[src/rtl/ivm_cfg.svh]
// interrupt vector map constants: table offsets, vector numbers, sizes
`ifndef IVM_CFG_SVH
`define IVM_CFG_SVH
`define IVM_VEC_W 7
`define IVM_OFS_W 10
`define IVM_NUM_VEC 81
`define IVM_TABLE_TOP 10'h3FC
`define IVM_VEC_CALLV0 7'h00
`define IVM_VEC_RESET 7'h08
`define IVM_VEC_SOFT_TRAP 7'h09
`define IVM_VEC_UNDEF 7'h0A
`define IVM_VEC_NMI 7'h0B
`define IVM_VEC_DELAYED 7'h0C
`define IVM_VEC_RC_TICK 7'h0D
`define IVM_VEC_MC_TICK 7'h0E
`define IVM_VEC_SC_TICK 7'h0F
`define IVM_VEC_LOW_VOLT 7'h10
`define IVM_VEC_CAN 7'h23
`define IVM_FIRST_ICR_VEC 7'h0C
`endif

[src/rtl/ivm_pkg.sv]
// interrupt vector map types
package ivm_pkg;
  typedef enum logic [1:0] {
    IVM_IDLE = 2'b00,
    IVM_PRESENT = 2'b01,
    IVM_DMA_WAIT = 2'b10
  } ivm_state_t;
  typedef struct packed {
    logic valid;
    logic dma_ok;
    logic has_icr;
  } ivm_attr_t;
endpackage

[src/rtl/ivm_attr_rom.sv]
// registered attribute lookup: valid, dma-clearable and priority-index flags per vector
`timescale 1ns/100ps
`include "ivm_cfg.svh"
module ivm_attr_rom
  import ivm_pkg::*;
#(
  parameter int VEC_W = `IVM_VEC_W
) (
  // clock and reset
  input wire logic ref_clk,
  input wire logic rst,
  // lookup
  input wire logic [VEC_W-1:0] vec,
  output ivm_attr_t attr_q
);
  // *********************************
  // vector attribute table
  // *********************************
  function automatic ivm_attr_t lookup(input logic [VEC_W-1:0] v);
    ivm_attr_t a;
    int n;
    n = int'(v);
    a = '{valid: 1'b0, dma_ok: 1'b0, has_icr: 1'b0};
    case (n)
      17, 19, 20, 21, 24, 25, 26, 27, 28, 29, 30,
      38, 39, 41, 42, 44, 45, 50, 52, 59, 61, 64,
      65, 66, 69, 70, 71, 74, 75, 77, 78: begin
        a = '{valid: 1'b1, dma_ok: 1'b1, has_icr: 1'b1};
      end
      12, 13, 14, 15, 16, 35: begin
        a = '{valid: 1'b1, dma_ok: 1'b0, has_icr: 1'b1};
      end
      0, 1, 2, 3, 4, 5, 6, 7, 8, 9, 10, 11: begin
        a = '{valid: 1'b1, dma_ok: 1'b0, has_icr: 1'b0};
      end
      default: begin
        a = '{valid: 1'b0, dma_ok: 1'b0, has_icr: 1'b0};
      end
    endcase
    return a;
  endfunction

  // registered read port
  always_ff @(posedge ref_clk) begin
    if (rst) begin
      attr_q <= '{valid: 1'b0, dma_ok: 1'b0, has_icr: 1'b0};
    end else begin
      attr_q <= lookup(vec);
    end
  end
endmodule

[src/rtl/ivm_top.sv]
// interrupt vector map: selects the pending source, forms table offset, routes dma clears
// *********************************
// *********************************
`timescale 1ns/100ps
`include "ivm_cfg.svh"
module ivm_top
  import ivm_pkg::*;
#(
  parameter int VEC_W = `IVM_VEC_W,
  parameter int OFS_W = `IVM_OFS_W,
  parameter int NUM_VEC = `IVM_NUM_VEC
) (
  // clock and reset
  input wire logic ref_clk,
  input wire logic rst,
  // core-side exception and instruction sources
  input wire logic call_vector_instruction,
  input wire logic [2:0] call_vector_sel,
  input wire logic soft_trap_instruction,
  input wire logic undefined_instruction,
  input wire logic nmi_request,
  // peripheral request levels, one bit per vector number
  input wire logic [NUM_VEC-1:0] periph_request,
  // dma channel: route flag and completion pulse
  input wire logic [NUM_VEC-1:0] dma_route_en,
  input wire logic dma_done,
  // processor vector fetch handshake
  input wire logic fetch_ack,
  output logic vec_valid_q,
  output logic [VEC_W-1:0] vec_num_q,
  output logic [OFS_W-1:0] vec_offset_q,
  output logic vec_has_icr_q,
  output logic [VEC_W-1:0] icr_index_q,
  // dma request and clear back to the source
  output logic dma_req_q,
  output logic [VEC_W-1:0] dma_vec_q,
  output logic [NUM_VEC-1:0] src_clear_q
);
  // *********************************
  // source selection
  // *********************************
  ivm_state_t state_q;
  ivm_attr_t attr_q;
  logic [VEC_W-1:0] pick_d;
  logic [VEC_W-1:0] pick_q;
  logic pick_any_d;
  logic [NUM_VEC-1:0] masked_req;
  logic [NUM_VEC-1:0] allowed;
  logic held_q;
  logic settle_q;

  // hardware cannot raise reserved or core-only vectors from the peripheral bus
  genvar gi;
  generate
    for (gi = 0; gi < NUM_VEC; gi++) begin : g_allow
      assign allowed[gi] = (gi >= int'(`IVM_VEC_DELAYED)) && (gi != 18) && (gi != 22) && (gi != 23)
        && !(gi >= 31 && gi <= 34) && (gi != 36) && (gi != 37) && (gi != 40) && (gi != 43)
        && !(gi >= 46 && gi <= 49) && (gi != 51) && !(gi >= 53 && gi <= 58) && (gi != 60)
        && (gi != 62) && (gi != 63) && (gi != 67) && (gi != 68) && (gi != 72) && (gi != 73)
        && (gi != 76) && (gi != 79) && (gi != 80);
      assign masked_req[gi] = periph_request[gi] & allowed[gi];
    end
  endgenerate

  // fixed order: core events first, then lowest peripheral vector number
  always_comb begin
    pick_d = '0;
    pick_any_d = 1'b1;
    if (nmi_request) begin
      pick_d = `IVM_VEC_NMI;
    end else if (undefined_instruction) begin
      pick_d = `IVM_VEC_UNDEF;
    end else if (soft_trap_instruction) begin
      pick_d = `IVM_VEC_SOFT_TRAP;
    end else if (call_vector_instruction) begin
      pick_d = `IVM_VEC_CALLV0 + {4'h0, call_vector_sel};
    end else begin
      pick_any_d = 1'b0;
      for (int i = NUM_VEC - 1; i >= 0; i--) begin
        if (masked_req[i]) begin
          pick_d = VEC_W'(i);
          pick_any_d = 1'b1;
        end
      end
    end
  end

  // candidate register feeding the attribute lookup
  // frozen from latch to decision so vector and attributes stay paired
  always_ff @(posedge ref_clk) begin
    if (rst) begin
      pick_q <= `IVM_VEC_RESET;
      held_q <= 1'b1;
    end else if (state_q == IVM_IDLE && !held_q) begin
      pick_q <= pick_d;
      held_q <= pick_any_d;
    end else if (state_q == IVM_IDLE && settle_q) begin
      held_q <= 1'b0; // decision taken, sample afresh
    end
  end

  ivm_attr_rom #(
    .VEC_W(VEC_W)
  ) u_rom (
    .ref_clk(ref_clk),
    .rst(rst),
    .vec(pick_q),
    .attr_q(attr_q)
  );

  // *********************************
  // presentation state machine
  // *********************************
  // one-cycle settle strobe once the lookup has caught up
  always_ff @(posedge ref_clk) begin
    if (rst) begin
      settle_q <= 1'b0;
    end else begin
      settle_q <= (state_q == IVM_IDLE) && held_q && !settle_q;
    end
  end

  logic route_dma;
  assign route_dma = attr_q.dma_ok && dma_route_en[pick_q];

  always_ff @(posedge ref_clk) begin
    if (rst) begin
      state_q <= IVM_IDLE;
    end else begin
      case (state_q)
        IVM_IDLE: begin
          if (settle_q && attr_q.valid) begin
            state_q <= route_dma ? IVM_DMA_WAIT : IVM_PRESENT;
          end
        end
        IVM_PRESENT: begin
          if (fetch_ack) begin
            state_q <= IVM_IDLE;
          end
        end
        IVM_DMA_WAIT: begin
          if (dma_done) begin
            state_q <= IVM_IDLE;
          end
        end
        default: begin
          state_q <= IVM_IDLE;
        end
      endcase
    end
  end

  // vector outputs toward the processor
  always_ff @(posedge ref_clk) begin
    if (rst) begin
      vec_valid_q <= 1'b0;
      vec_num_q <= '0;
      vec_offset_q <= '0;
      vec_has_icr_q <= 1'b0;
      icr_index_q <= '0;
    end else if (state_q == IVM_IDLE && settle_q && attr_q.valid && !route_dma) begin
      vec_valid_q <= 1'b1;
      vec_num_q <= pick_q;
      vec_offset_q <= `IVM_TABLE_TOP - OFS_W'({pick_q, 2'b00});
      vec_has_icr_q <= attr_q.has_icr;
      icr_index_q <= attr_q.has_icr ? pick_q : '0;
    end else if (state_q == IVM_PRESENT && fetch_ack) begin
      vec_valid_q <= 1'b0;
    end
  end

  // dma request and source clear on completion
  always_ff @(posedge ref_clk) begin
    if (rst) begin
      dma_req_q <= 1'b0;
      dma_vec_q <= '0;
      src_clear_q <= '0;
    end else begin
      src_clear_q <= '0;
      if (state_q == IVM_IDLE && settle_q && attr_q.valid && route_dma) begin
        dma_req_q <= 1'b1;
        dma_vec_q <= pick_q;
      end else if (state_q == IVM_DMA_WAIT && dma_done) begin
        dma_req_q <= 1'b0;
        src_clear_q[dma_vec_q] <= 1'b1;
      end
    end
  end
endmodule

[config.mk]
export PLATFORM = sky130hd
export DESIGN_NAME = ivm_top
export DESIGN_NICKNAME = d
export VERILOG_FILES = /design/src/rtl/ivm_pkg.sv /design/src/rtl/ivm_attr_rom.sv /design/src/rtl/ivm_top.sv
export VERILOG_INCLUDE_DIRS = /design/src /design/src/rtl
export SDC_FILE = /design/constraint.sdc
export NUM_CORES = 1
export LEC_CHECK = 0
export CAP_MARGIN = 5
export CELL_PAD_IN_SITES_DETAIL_PLACEMENT = 1
export CELL_PAD_IN_SITES_GLOBAL_PLACEMENT = 2
export CORE_UTILIZATION = 31
export DETAILED_ROUTE_END_ITERATION = 7
export DONT_BUFFER_PORTS = 1
export PLACE_DENSITY_LB_ADDON = 0.1
export SLEW_MARGIN = 0
export SYNTH_ARGS = -nofsm -noshare
export SYNTH_HDL_FRONTEND = slang
export SYNTH_SLANG_ARGS = --single-unit
[constraint.sdc]
create_clock -name ref_clk -period 2.35 [get_ports ref_clk]
set_input_delay 0.47 -clock ref_clk [delete_from_list [all_inputs] [get_ports ref_clk]]
set_output_delay 0.47 -clock ref_clk [all_outputs]
set_load 0.005 [all_outputs]
# Word-level counts from Yosys, hierarchy flattened
# Memories as Yosys holds them, arrays and structs flattened. A register that Yosys moved wholly into a read port is not among the register bits.
# Cells that the tools add are included.
# classes
addsub	1
n_eq_ne	5
n_lt_le_gt_ge	3
mux	98
bitwise_logic	1
n_reduce_logical	21
# ops
op	count
7-bit 2-to-1 mux	42
1-bit 2-to-1 mux	49
7-bit by 8-bit less-than comparator with 1-bit output (second input constant)	2
1-bit logical AND	12
10-bit by 9-bit subtractor with 10-bit output (first input constant)	1
2-bit 2-to-1 mux	4
1-bit binary-select mux with 7-bit select	1
1-bit demux with 7-bit select	1
7-bit by 1-bit greater-or-equal comparator with 1-bit output (second input constant)	1
2-bit case mux with 3 select lines	1
2-bit nonzero test	3
2-bit inequality test (second input constant)	2
1-bit zero test	3
3-bit AND reduction	1
3-bit OR reduction	1
2-bit by 1-bit == test with 1-bit output (second input constant)	1
2-bit == test (second input constant)	1
2-bit zero test	1
2-bit by 1-bit inequality test with 1-bit output (second input constant)	1
1-bit NOT	1
# totals
memories	1
regBits	126
output_inout_bits	115
wordCells	142
romBits	384
# memory_table
name	depth	word_bits	rd	rd_clocked_by_memory_dff	wr	line_no	text
(no name shown)	128	3	1	1	0	ivm_attr_rom.sv:24	case (n)

# Longest topological paths before layout
# Gate-level depths: netlist of the first run.
# logic_depth
depth_word	42
ltp_mapped	12
depth_no_buf	9

# Cells and area by module
# Synthesis of the first run repeated with hierarchy kept, for this count alone.
# unflattened
cells_unflattened	600
hier_area_um2	5609.1
# modules_own_cells
module	area_per_inst_um2	instances	cells_each
ivm_top	5191.2	1	549
ivm_attr_rom	417.9	1	51

# Worst setup path after synthesis of the first run
# Ideal clock, no wire load.
# synth_timing
kind	reg-to-reg
startpoint	register pick_q[1]
endpoint	register icr_index_q[0]
t_arrival_ns	2.474
period_less_slack_ns	2.590
stages_incl_launch_ff	12
required_ns	2.234
setup_slack_ns	-0.240
path_buffers	5
path_cell_list	dfxtp_1 > buf_6 > buf_8 > buf_2 > mux4_2 > a22oi_1 > nand3_1 > a31oi_1 > or3b_1 > buf_6 > buf_6 > a31o_2
# synth_between
elab_chain_len	5
# synth_rtl
element	line_no	text
start: declaration	ivm_top.sv:45	logic [VEC_W-1:0] pick_q;
start signal: assignment	ivm_top.sv:92	pick_q <= `IVM_VEC_RESET;
start signal: assignment	ivm_top.sv:95	pick_q <= pick_d;
1-bit binary-select mux with 7-bit select	ivm_top.sv:124	assign route_dma = attr_q.dma_ok && dma_route_en[pick_q];
1-bit 2-to-1 mux (not written as such)	ivm_top.sv:124	
1-bit logical AND	ivm_top.sv:124	
1-bit zero test	ivm_top.sv:161	end else if (state_q == IVM_IDLE && settle_q && attr_q.valid && !route_dma) begin
1-bit logical AND	ivm_top.sv:161	
end signal: assignment	ivm_top.sv:166	icr_index_q <= attr_q.has_icr ? pick_q : '0;
end: declaration	ivm_top.sv:33	output logic [VEC_W-1:0] icr_index_q,
# No other way between the ends. The select of a mux whose other input is x is not followed.
# A chain may end at the register's enable or synchronous reset.

# Final worst setup path of the first run
# layout_timing
startpoint	register pick_q[0]
endpoint	register icr_index_q[0]
# layout_between
elab_chain_len	5
word_cells_on_any_way	6
classes_between	mux (3); reduce/logical (3)
# layout_rtl
element	line_no
1-bit binary-select mux with 7-bit select	ivm_top.sv:124
1-bit 2-to-1 mux (not written as such)	ivm_top.sv:124
1-bit logical AND	ivm_top.sv:124
1-bit zero test	ivm_top.sv:161
1-bit logical AND	ivm_top.sv:161
# Several ways; a longest one is shown, not always the timed one. The select of a mux whose other input is x is not followed.

==> results of run 1 <==
## cells by family after synthesis
kind of cell | after synthesis | share of synthesized area [%]
AO/OA/AOI/OAI | 89 | 12.09
flip-flops | 127 | 47.32
multiplexers | 38 | 11.88
adder cells (fa/ha/maj) | 5 | 1.164
buffers and inverters | 52 | 4.984
XOR/XNOR | 1 | 0.1630
other | 1 | 0.06980
AND/OR/NAND/NOR | 256 | 22.33
## metal layers
metal,vias to the layer above,track usage [%]
li1,2087,-
met2,142,33.65
met4,0,6.692
met5,-,0
met3,16,5.936
met1,2132,20.75
## report_power, final
| part | internal, W | switching (W) | total (W) | leakage [nW] |
|---|---|---|---|---|
| Sequential | 0.00219 | 0.0000394 | 0.00223 | 1.03 |
| Combinational | 0.000300 | 0.000231 | 0.000531 | 1.16 |
| Clock | 0.00152 | 0.00107 | 0.00258 | 0.278 |
| Total | 0.00400 | 0.00134 | 0.00534 | 2.47 |
## area by class of cell
cell class	instances	area [sq um]	share of cell area (%)
clock inverter	14	145.1	2.184
multi-input combinational	391	2668	40.14
timing repair buffer	47	500.5	7.530
clock buffer	18	439.2	6.608
sequential	127	2551	38.38
tap	220	275.3	4.142
inverter	17	67.56	1.017
## critical path, stage by stage, from the launching register on
cell	delay (ns)
sky130_fd_sc_hd__dfxtp_4	0.44
sky130_fd_sc_hd__mux4_2	0.51
sky130_fd_sc_hd__o22ai_1	0.19
sky130_fd_sc_hd__a222oi_1	0.12
sky130_fd_sc_hd__a221o_1	0.38
sky130_fd_sc_hd__or3b_4	0.44
sky130_fd_sc_hd__buf_12	0.17
sky130_fd_sc_hd__a31o_2	0.24
## timing repair
item | 4_1_cts | 5_1_grt
setup buffers | 6 | 7
pin swaps | 7 | 10
endpoints found under the setup margin | 36 | 36
cloned | 1 | 2
resized for setup | 14 | 21
## worst paths after layout
path / end / from / slack, ns
setup reg to reg: icr_index_q[0] / pick_q[0] / -0.26
hold reg to reg: settle_q / settle_q / 0.45
setup / recovery: icr_index_q[0] / pick_q[0] / -0.26
hold / removal: dma_req_q / rst / 0.12
## state kept, by name, summed over array words and instances, names as in the netlist
signal / cells
held_q: 1
state_q: 2
u_rom.attr_q: 3
icr_index_q: 7
vec_num_q: 7
src_clear_q: 81
settle_q: 1
vec_valid_q: 1
dma_vec_q: 7
dma_req_q: 1
vec_offset_q: 8
pick_q: 7
vec_has_icr_q: 1
## cell usage in the layout, fill, tap and decap left out, types with 3 or more instances in the layout
cell type and count:
sky130_fd_sc_hd__mux4_2 20, sky130_fd_sc_hd__a2111oi_0 4, sky130_fd_sc_hd__a21oi_1 16, sky130_fd_sc_hd__inv_6 5, sky130_fd_sc_hd__nand3b_1 5, sky130_fd_sc_hd__nor4_1 13
sky130_fd_sc_hd__clkinvlp_4 4, sky130_fd_sc_hd__and2_1 3, sky130_fd_sc_hd__o31ai_1 3, sky130_fd_sc_hd__o21a_1 6, sky130_fd_sc_hd__a21oi_2 5, sky130_fd_sc_hd__a31o_1 5
sky130_fd_sc_hd__buf_6 4, sky130_fd_sc_hd__nand3_1 13, sky130_fd_sc_hd__clkbuf_16 19, sky130_fd_sc_hd__ha_1 4, sky130_fd_sc_hd__nor3_1 16, sky130_fd_sc_hd__nor2b_1 7
sky130_fd_sc_hd__o21bai_1 3, sky130_fd_sc_hd__buf_4 33, sky130_fd_sc_hd__inv_1 15, sky130_fd_sc_hd__nor3_2 6, sky130_fd_sc_hd__nor2_1 128, sky130_fd_sc_hd__nand2_1 35
sky130_fd_sc_hd__dfxtp_1 124, sky130_fd_sc_hd__clkinv_4 3, sky130_fd_sc_hd__mux2i_1 18, sky130_fd_sc_hd__or3b_2 4, sky130_fd_sc_hd__a32o_1 7, sky130_fd_sc_hd__o21ai_0 9
sky130_fd_sc_hd__buf_12 5, sky130_fd_sc_hd__or3_1 4
## metrics by stage
| step | hold slack (ns) | util [%] | area (sq um) | worst slack, ns |
|---|---|---|---|---|
| finish | 0.1243 | 39.66 | 6646 | -0.2637 |
| floorplan | 0.4188 | - | 5384 | -0.1722 |
| global placement | 0.4387 | 34.36 | 5759 | -0.3720 |
| detailed placement | 0.4418 | 34.36 | 5759 | -0.3870 |
| global route | 0.09760 | 39.66 | 6646 | -0.3402 |
| CTS | 0.1107 | 38.52 | 6456 | -0.2460 |
==> metrics, run 1 <==
status finished with violations; violated checks setup timing; starting density of the core 32.06%; core footprint 16760 sq um; largest buffer count on any clock path 2; final setup violating endpoints 33; number of max-cap violations 0; Final Hold Vio Count 0; Final Skew 0.006905 ns; CTS tree yes; Most used DFF post-synth sky130_fd_sc_hd__dfxtp_1; largest area contributor in the netlist sky130_fd_sc_hd__dfxtp_1; final cell count without fillers 834; share of flip-flops with an asynchronous set or reset after synthesis 0%; highest routed metal layer met4; share of final-layout standard cells stronger than drive strength 1 22.15%; startpoint types flip-flop; register area share after synthesis 47.32%; Hold Buf Count CTS 0; area growth from synthesis to layout 23.71%; grt total ovfl 0; x dimension of the die 133.6 um; Synth area leaders sky130_fd_sc_hd__dfxtp_1 47%, sky130_fd_sc_hd__nor2_1 8.9%, sky130_fd_sc_hd__mux4_2 7.5%; Crit. End Element flip-flop; total power 0.005341 W; number of nets with antenna violations after routing 0; setup repair after global routing missed its margin true; routed wire length per instance 20.26 um; cell row count 47; final-layout fill cell count 1906; remaining design rule violation count 0; largest fanout on the critical path 11; mapped cell area 5373 sq um; via count 4377; count of inserted antenna diode cells 0; total power divided by cell area 803.6 nW/um^2; per-cell via count in the routed design 5.248; drt initial violations 150; CTS Root Buffer Type sky130_fd_sc_hd__clkbuf_16; upper clock frequency limit 382.6 MHz; wire length of the first global-routing pass 25340 um; TNS Setup -6.380 ns; cell count of the worst reg-to-reg path 7; sum of net half-perimeters after detailed placement 12560 um; average cell area after synthesis 9.442 sq um; port buffer count 0; number of sinks on the clock net 127; number of optimization iterations in the first detailed-route pass 4; worst hold path stage count 1; worst ir drop on vdd 0.4717 mV; wire length on met1 6683 um; final RePlAce weighted congestion 0.7817; Die ar. 17860 sq um; most numerous cell in the Yosys netlist sky130_fd_sc_hd__nor2_1; met3 wire len 1041 um; I/O Pins 288; number of enable flip-flop cells after synthesis 0; post-placement cell count 788; met2 routed WL 8949 um; Final Cycle Share 111.2%; arrival time at the worst endpoint 2.92 ns; Max Transition Viols Final 0; total of warnings raised by yosys 0; CTS H-Tree Depth 4; routed wire length 16900 um; number of distinct library cells after synthesis 61; antenna violations before repair 0; Period minus WS final 2.614 ns; Post-Syn Instances 569; GRT Resource Usage Total 18.78%; Final WS setup -0.2637 ns; # nets final 779; leakage power 2.465 nW; register bit count reported by yosys 127; Worst slew margin 55.57%; clock-pin slew of the registers on the worst-case setup and hold paths 0.06 ns; data required time of the critical path 2.66 ns; height of the die 133.6 um; pin count of the biggest net entering global routing 45; Hold Path Class input port to flip-flop; share of Yosys cell area claimed by the top area cell type 47.32%; commonest cells in the synthesized netlist 128 x sky130_fd_sc_hd__nor2_1, 127 x sky130_fd_sc_hd__dfxtp_1, 37 x sky130_fd_sc_hd__nand2_1; Inserted Clock Buffers 17; kind of critical path flip-flop to flip-flop; insertion delay of the later-clocked pin in the worst-skew pair 0.42 ns; Worst-Margin Slew 0.6603 ns; via count of the first global-routing pass 4535
Power figures use the tool's default switching activity.
==> inputs of run 2 (changes only) <==
Settings changed: CORE_UTILIZATION 31 to 32, SYNTH_HIERARCHICAL set to 1.
==> metrics, run 2 <==
routed wire length 17140 um; max reg flops 81; number of enable flip-flop cells after synthesis 0; data required time of the critical path 2.65 ns; violated checks DRC, setup timing; total power divided by cell area 749.2 nW/um^2; commonest non-fill, non-tap cell in the layout sky130_fd_sc_hd__dfxtp_1; Post-Syn Instances 600; register-to-register setup slack -0.25 ns; pin count of the biggest net entering global routing 64; drt initial violations 148; fin area 6782 sq um; share of final-layout standard cells stronger than drive strength 1 18.60%; via count of the first global-routing pass 4632; CP top delay family simple AND/OR/NAND/NOR gates; starting density of the core 32.66%; Final Cycle Share 110.5%; CTS H-Tree Depth 4; number of nets with antenna violations after routing 0; Final WS setup -0.2461 ns; I/O Pins 288; total of warnings raised by yosys 6; cell count of the worst reg-to-reg path 10; reg-to-reg startpoint pick_q[0]; number of max-cap violations 0; largest area contributor in the netlist sky130_fd_sc_hd__dfxtp_1; number of buffer and inverter instances along the worst setup path 3; GRT Resource Usage Total 19.14%; CP max stage cell sky130_fd_sc_hd__dfxtp_4; worst hold path stage count 1; Most used DFF post-synth sky130_fd_sc_hd__dfxtp_1; count of inserted antenna diode cells 0; grt total ovfl 0; path length in cells of the critical path 10; most numerous cell in the Yosys netlist sky130_fd_sc_hd__dfxtp_1; post-placement cell count 826; number of optimization iterations in the first detailed-route pass 8; port buffer count 0; height of the die 134.4 um; Worst slew margin 62.46%; leakage power 2.463 nW; Internal Power 0.003852 W; upper clock frequency limit 385.2 MHz; via count 4513; routed wire length per instance 19.70 um; Multi-input gate area 2915 sq um; register bit count reported by yosys 127; clock-pin slew of the registers on the worst-case setup and hold paths 0.06 ns; startpoint types flip-flop; clock network fraction of total power 46.2%; Register Area 2550 sq um; Critical Path, Cell by Cell buf_12, buf_16, mux2i_1, o221ai_1, or3_1, nand4_1, nor4_4, or3b_4, buf_8, mux2_4; mapped cell area 5609 sq um; Crit. End Element flip-flop; Synth area leaders sky130_fd_sc_hd__dfxtp_1 45%, sky130_fd_sc_hd__nor2_1 8.0%, sky130_fd_sc_hd__mux2i_1 7.0%; cell row count 48; register with the highest flop count src_clear_q; Inserted Clock Buffers 17; Max Transition Viols Final 0; largest fanout on the critical path 7; area growth from synthesis to layout 20.90%; sequential fraction of design power 43.8%; final-layout fill cell count 2004; net switching power of the design 0.001229 W; share of flip-flops with an asynchronous set or reset after synthesis 0%; share of Yosys cell area claimed by the top area cell type 45.33%; Die ar. 18060 sq um; number of sinks on the clock net 127; Hold Path Sink pick_q[6]; Period minus WS final 2.596 ns; Comb power frac 10.0%; CP max stage delay 0.43 ns; most frequent cells in the layout 123 x sky130_fd_sc_hd__dfxtp_1, 119 x sky130_fd_sc_hd__nor2_1, 39 x sky130_fd_sc_hd__mux2i_1; x dimension of the die 134.4 um; antenna violations before repair 0; Final Hold Vio Count 0; registers with the most flip-flops src_clear_q: 81 flops, vec_offset_q: 8 flops; worst ir drop on vdd 0.4507 mV; wire length of the first global-routing pass 26010 um; largest buffer count on any clock path 2; final cell count without fillers 870; Post-Place Cell Area 5973 sq um; remaining design rule violation count 1; # nets final 810; sum of net half-perimeters after detailed placement 13110 um; average cell area after synthesis 9.349 sq um; register area share after synthesis 45.33%; CTS tree yes; final setup violating endpoints 34; arrival time at the worst endpoint 2.90 ns; core footprint 17180 sq um; setup repair after global routing missed its margin true; per-cell via count in the routed design 5.187; kind of critical path flip-flop to flip-flop; number of distinct library cells after synthesis 65; final RePlAce weighted congestion 0.7755; terminus of the critical flop-to-flop path vec_offset_q[8]; Hold Path Class input port to flip-flop; Final Skew 0.006219 ns; CTS Root Buffer Type sky130_fd_sc_hd__clkbuf_16; status finished with violations; commonest cells in the synthesized netlist 127 x sky130_fd_sc_hd__dfxtp_1, 119 x sky130_fd_sc_hd__nor2_1, 39 x sky130_fd_sc_hd__mux2i_1; Sw Ratio 24.18%; Min-Delay Startpoint rst; insertion delay of the later-clocked pin in the worst-skew pair 0.41 ns; Worst-Margin Slew 0.5619 ns
## run 2: stage by stage
step / hold slack (ns) / util (%) / setup TNS, ns / worst slack (ns) / power (W)
global route: 0.1235 / 39.48 / -9.706 / -0.3517 / 0.005268
finish: 0.1435 / 39.48 / -6.044 / -0.2461 / 0.005080
CTS: 0.1075 / 39.08 / -5.811 / -0.2219 / 0.005125
global placement: 0.4863 / 34.78 / -14.11 / -0.4817 / 0.002686
detailed placement: 0.4957 / 34.78 / -13.66 / -0.4760 / 0.002693
floorplan: 0.4421 / - / -3.412 / -0.2693 / 0.002609
## run 2: power by group through the flow
| stage | combinational [W] | clock, W | sequential (W) |
|---|---|---|---|
| after floorplan | 0.000353 | 0 | 0.00226 |
| after global placement | 0.000414 | 0 | 0.00227 |
| after detailed placement | 0.000420 | 0 | 0.00227 |
| after CTS | 0.000493 | 0.00240 | 0.00223 |
| after global routing | 0.000551 | 0.00249 | 0.00223 |
| final | 0.000508 | 0.00235 | 0.00223 |
## run 2: how the worst max path moves through the flow
stage,start,endpoint
after floorplan,pick_q[0],vec_has_icr_q
after global placement,pick_q[0],vec_num_q[2]
after detailed placement,pick_q[0],vec_num_q[4]
after CTS,pick_q[0],vec_has_icr_q
after global routing,pick_q[0],vec_has_icr_q
final,pick_q[0],vec_offset_q[8]
## run 2: what timing repair did
action                                  in CTS  in global routing
buffers inserted                             9                  3
resized for setup                           30                 11
hold buffers                                 0                  0
endpoints found under the setup margin      34                 34
gates cloned                                 2                  0
pin swaps                                   12                 10
hold endpoints to repair                     0                  0
## run 2: cells by family (layout without fill, tap and decap cells)
family	after synthesis	count (layout)	synth area share, %
buf+inv	46	90	4.349
flops	127	127	45.33
compound gates	74	74	9.168
mux	61	61	14.66
simple gates	285	285	25.16
fa+ha+maj	5	5	1.115
xor+xnor	1	1	0.1562
other cells	1	2	0.06686
## run 2: cell type report
type                    instances  area share [%]
clock buffers                  20           6.587
multi-input cells             428           42.99
flip-flops and latches        127           37.60
inverters                      13          0.7196
clock inverters                12           1.292
repair buffers                 45           6.661
well taps                     225           4.151
## run 2: per-layer routing
layer  up-vias  part of all wire (%)  track usage [%]
met5         -                     0                0
li1       2163                     -                -
met2       153                    51            33.56
met4         0                   1.7            7.678
met3        21                   6.1            5.518
met1      2176                    41            21.78
==> inputs of run 3 (changes only) <==
--- a/constraint.sdc
+++ b/constraint.sdc
@@ -3,2 +3,2 @@
 set_output_delay 0.47 -clock ref_clk [all_outputs]
-set_load 0.005 [all_outputs]
+set_load 0.02 [all_outputs]
==> metrics, run 3 (same netlist as run 2, synthesis figures left out) <==
post-route core utilization 39.94%; number of sinks on the clock net 127; antenna violations before repair 0; final-layout fill cell count 1986; share of final-layout standard cells stronger than drive strength 1 18.54%; insertion delay of the later-clocked pin in the worst-skew pair 0.42 ns; routed wire length per instance 19.90 um; data required time of the critical path 2.65 ns; grt total ovfl 0; # nets final 807; Die ar. 18060 sq um; post-placement cell count 826; Hold Path Class input port to flip-flop; Final Skew 0.007355 ns; register with the highest flop count src_clear_q; final cell count without fillers 867; number of max-cap violations 0; clock-pin slew of the registers on the worst-case setup and hold paths 0.06 ns; Final Hold Vio Count 0; total power divided by cell area 795.1 nW/um^2; Hold Path Sink pick_q[6]; number of optimization iterations in the first detailed-route pass 6; worst ir drop on vdd 0.5557 mV; via count of the first global-routing pass 4658; TNS Setup -6.747 ns; cell count of the worst reg-to-reg path 8; final RePlAce weighted congestion 0.7757; Period minus WS final 2.628 ns; number of nets with antenna violations after routing 0; CTS Root Buffer Type sky130_fd_sc_hd__clkbuf_16; terminus of the critical flop-to-flop path vec_offset_q[7]; height of the die 134.4 um; per-cell via count in the routed design 5.186; remaining design rule violation count 2; Worst-Margin Slew 0.6186 ns; drt initial violations 141; kind of critical path flip-flop to flip-flop; Final Cycle Share 111.8%; core footprint 17180 sq um; Crit. End Element flip-flop; Min-Delay Startpoint rst; violated checks DRC, setup timing; startpoint types flip-flop; x dimension of the die 134.4 um; total power 0.005455 W; Final WS setup -0.2780 ns; sum of net half-perimeters after detailed placement 13190 um; worst hold path stage count 1; routed wire length 17260 um; status finished with violations; registers with the most flip-flops src_clear_q: 81 flops, vec_offset_q: 8 flops; count of inserted antenna diode cells 0; GRT Resource Usage Total 19.16%; final setup violating endpoints 34; cell row count 48; commonest non-fill, non-tap cell in the layout sky130_fd_sc_hd__dfxtp_1; Hold Buf Count CTS 0; setup repair after global routing missed its margin true; CTS tree yes; leakage power 2.510 nW; Max Transition Viols Final 0; port buffer count 0; pin count of the biggest net entering global routing 64; fin area 6860 sq um; starting density of the core 32.66%; largest fanout on the critical path 7; most frequent cells in the layout 124 x sky130_fd_sc_hd__dfxtp_1, 118 x sky130_fd_sc_hd__nor2_1, 38 x sky130_fd_sc_hd__mux2i_1; wire length of the first global-routing pass 25960 um; arrival time at the worst endpoint 2.93 ns; I/O Pins 288; Post-Place Cell Area 5973 sq um; Worst slew margin 58.68%; register-to-register setup slack -0.28 ns; CTS H-Tree Depth 4; upper clock frequency limit 380.5 MHz; reg-to-reg startpoint pick_q[0]; largest buffer count on any clock path 2; area growth from synthesis to layout 22.31%; Inserted Clock Buffers 17; via count 4496; max reg flops 81
==> run 3: cell count changes in the layout (fill, tap and decap cells not counted), moves of 2 or more <==
cell                         before  now
sky130_fd_sc_hd__buf_6            5    2
sky130_fd_sc_hd__bufinv_16        0    3
sky130_fd_sc_hd__clkinvlp_4       5    2
sky130_fd_sc_hd__dfxtp_2          3    1
==> run 3: metal layers <==
| layer | GRT usage [%] | wire length (um) | vias to the layer above |
|---|---|---|---|
| li1 | - | - | 2162 |
| met1 | 22.05 | 7085 | 2170 |
| met2 | 33.19 | 8798 | 142 |
| met3 | 5.631 | 1033 | 22 |
| met4 | 7.678 | 340 | 0 |
| met5 | 0 | 0 | - |
==> run 3: report_power, final <==
part	total, W	internal, W	leakage, nW	switching, W
combinational	0.000507	0.000285	1.19	0.000222
sequential	0.00225	0.00219	1.03	0.0000609
clock	0.00270	0.00173	0.297	0.000969
==> run 3: worst max path at each step <==
stage	endpoint	startpoint	slack, ns	cells past startpoint
after floorplan	vec_has_icr_q	pick_q[0]	-0.27	11
after global placement	vec_num_q[2]	pick_q[0]	-0.48	11
after detailed placement	vec_num_q[4]	pick_q[0]	-0.50	11
after CTS	vec_offset_q[7]	pick_q[0]	-0.26	10
after global routing	vec_num_q[6]	pick_q[0]	-0.37	9
final	vec_offset_q[7]	pick_q[0]	-0.28	8
==> run 3: worst max-delay path, cell delays in order, from the launching register on <==
cell                      delay, ns
sky130_fd_sc_hd__dfxtp_4       0.43
sky130_fd_sc_hd__buf_6         0.15
sky130_fd_sc_hd__mux4_1        0.54
sky130_fd_sc_hd__and3_1        0.17
sky130_fd_sc_hd__o31ai_2       0.29
sky130_fd_sc_hd__nor4_4        0.07
sky130_fd_sc_hd__or3b_4        0.43
sky130_fd_sc_hd__buf_16        0.16
sky130_fd_sc_hd__mux2_4        0.28
==> run 3: final cells by class <==
class | instances | area [sq um] | area share [%]
repair buffers | 42 | 442.9 | 6.456
multi-input cells | 428 | 2920 | 42.57
flip-flops and latches | 127 | 2551 | 37.19
clock inverters | 12 | 158.9 | 2.316
clock buffers | 20 | 456.7 | 6.657
inverters | 13 | 48.80 | 0.7113
well taps | 225 | 281.5 | 4.104
==> run 3: through the flow <==
step / hold WS, ns / setup slack [ns]
after floorplan: 0.4818 / -0.2693
after global placement: 0.5023 / -0.4815
after detailed placement: 0.5138 / -0.5009
after CTS: 0.1055 / -0.2639
after global routing: 0.1120 / -0.3667
final: 0.1397 / -0.2780
==> run 3: what timing repair did <==
item,in CTS,in global routing
endpoints found under the setup margin,34,34
pin swaps,12,6
cloned,3,0
setup buffers,6,1
resized for setup,32,8
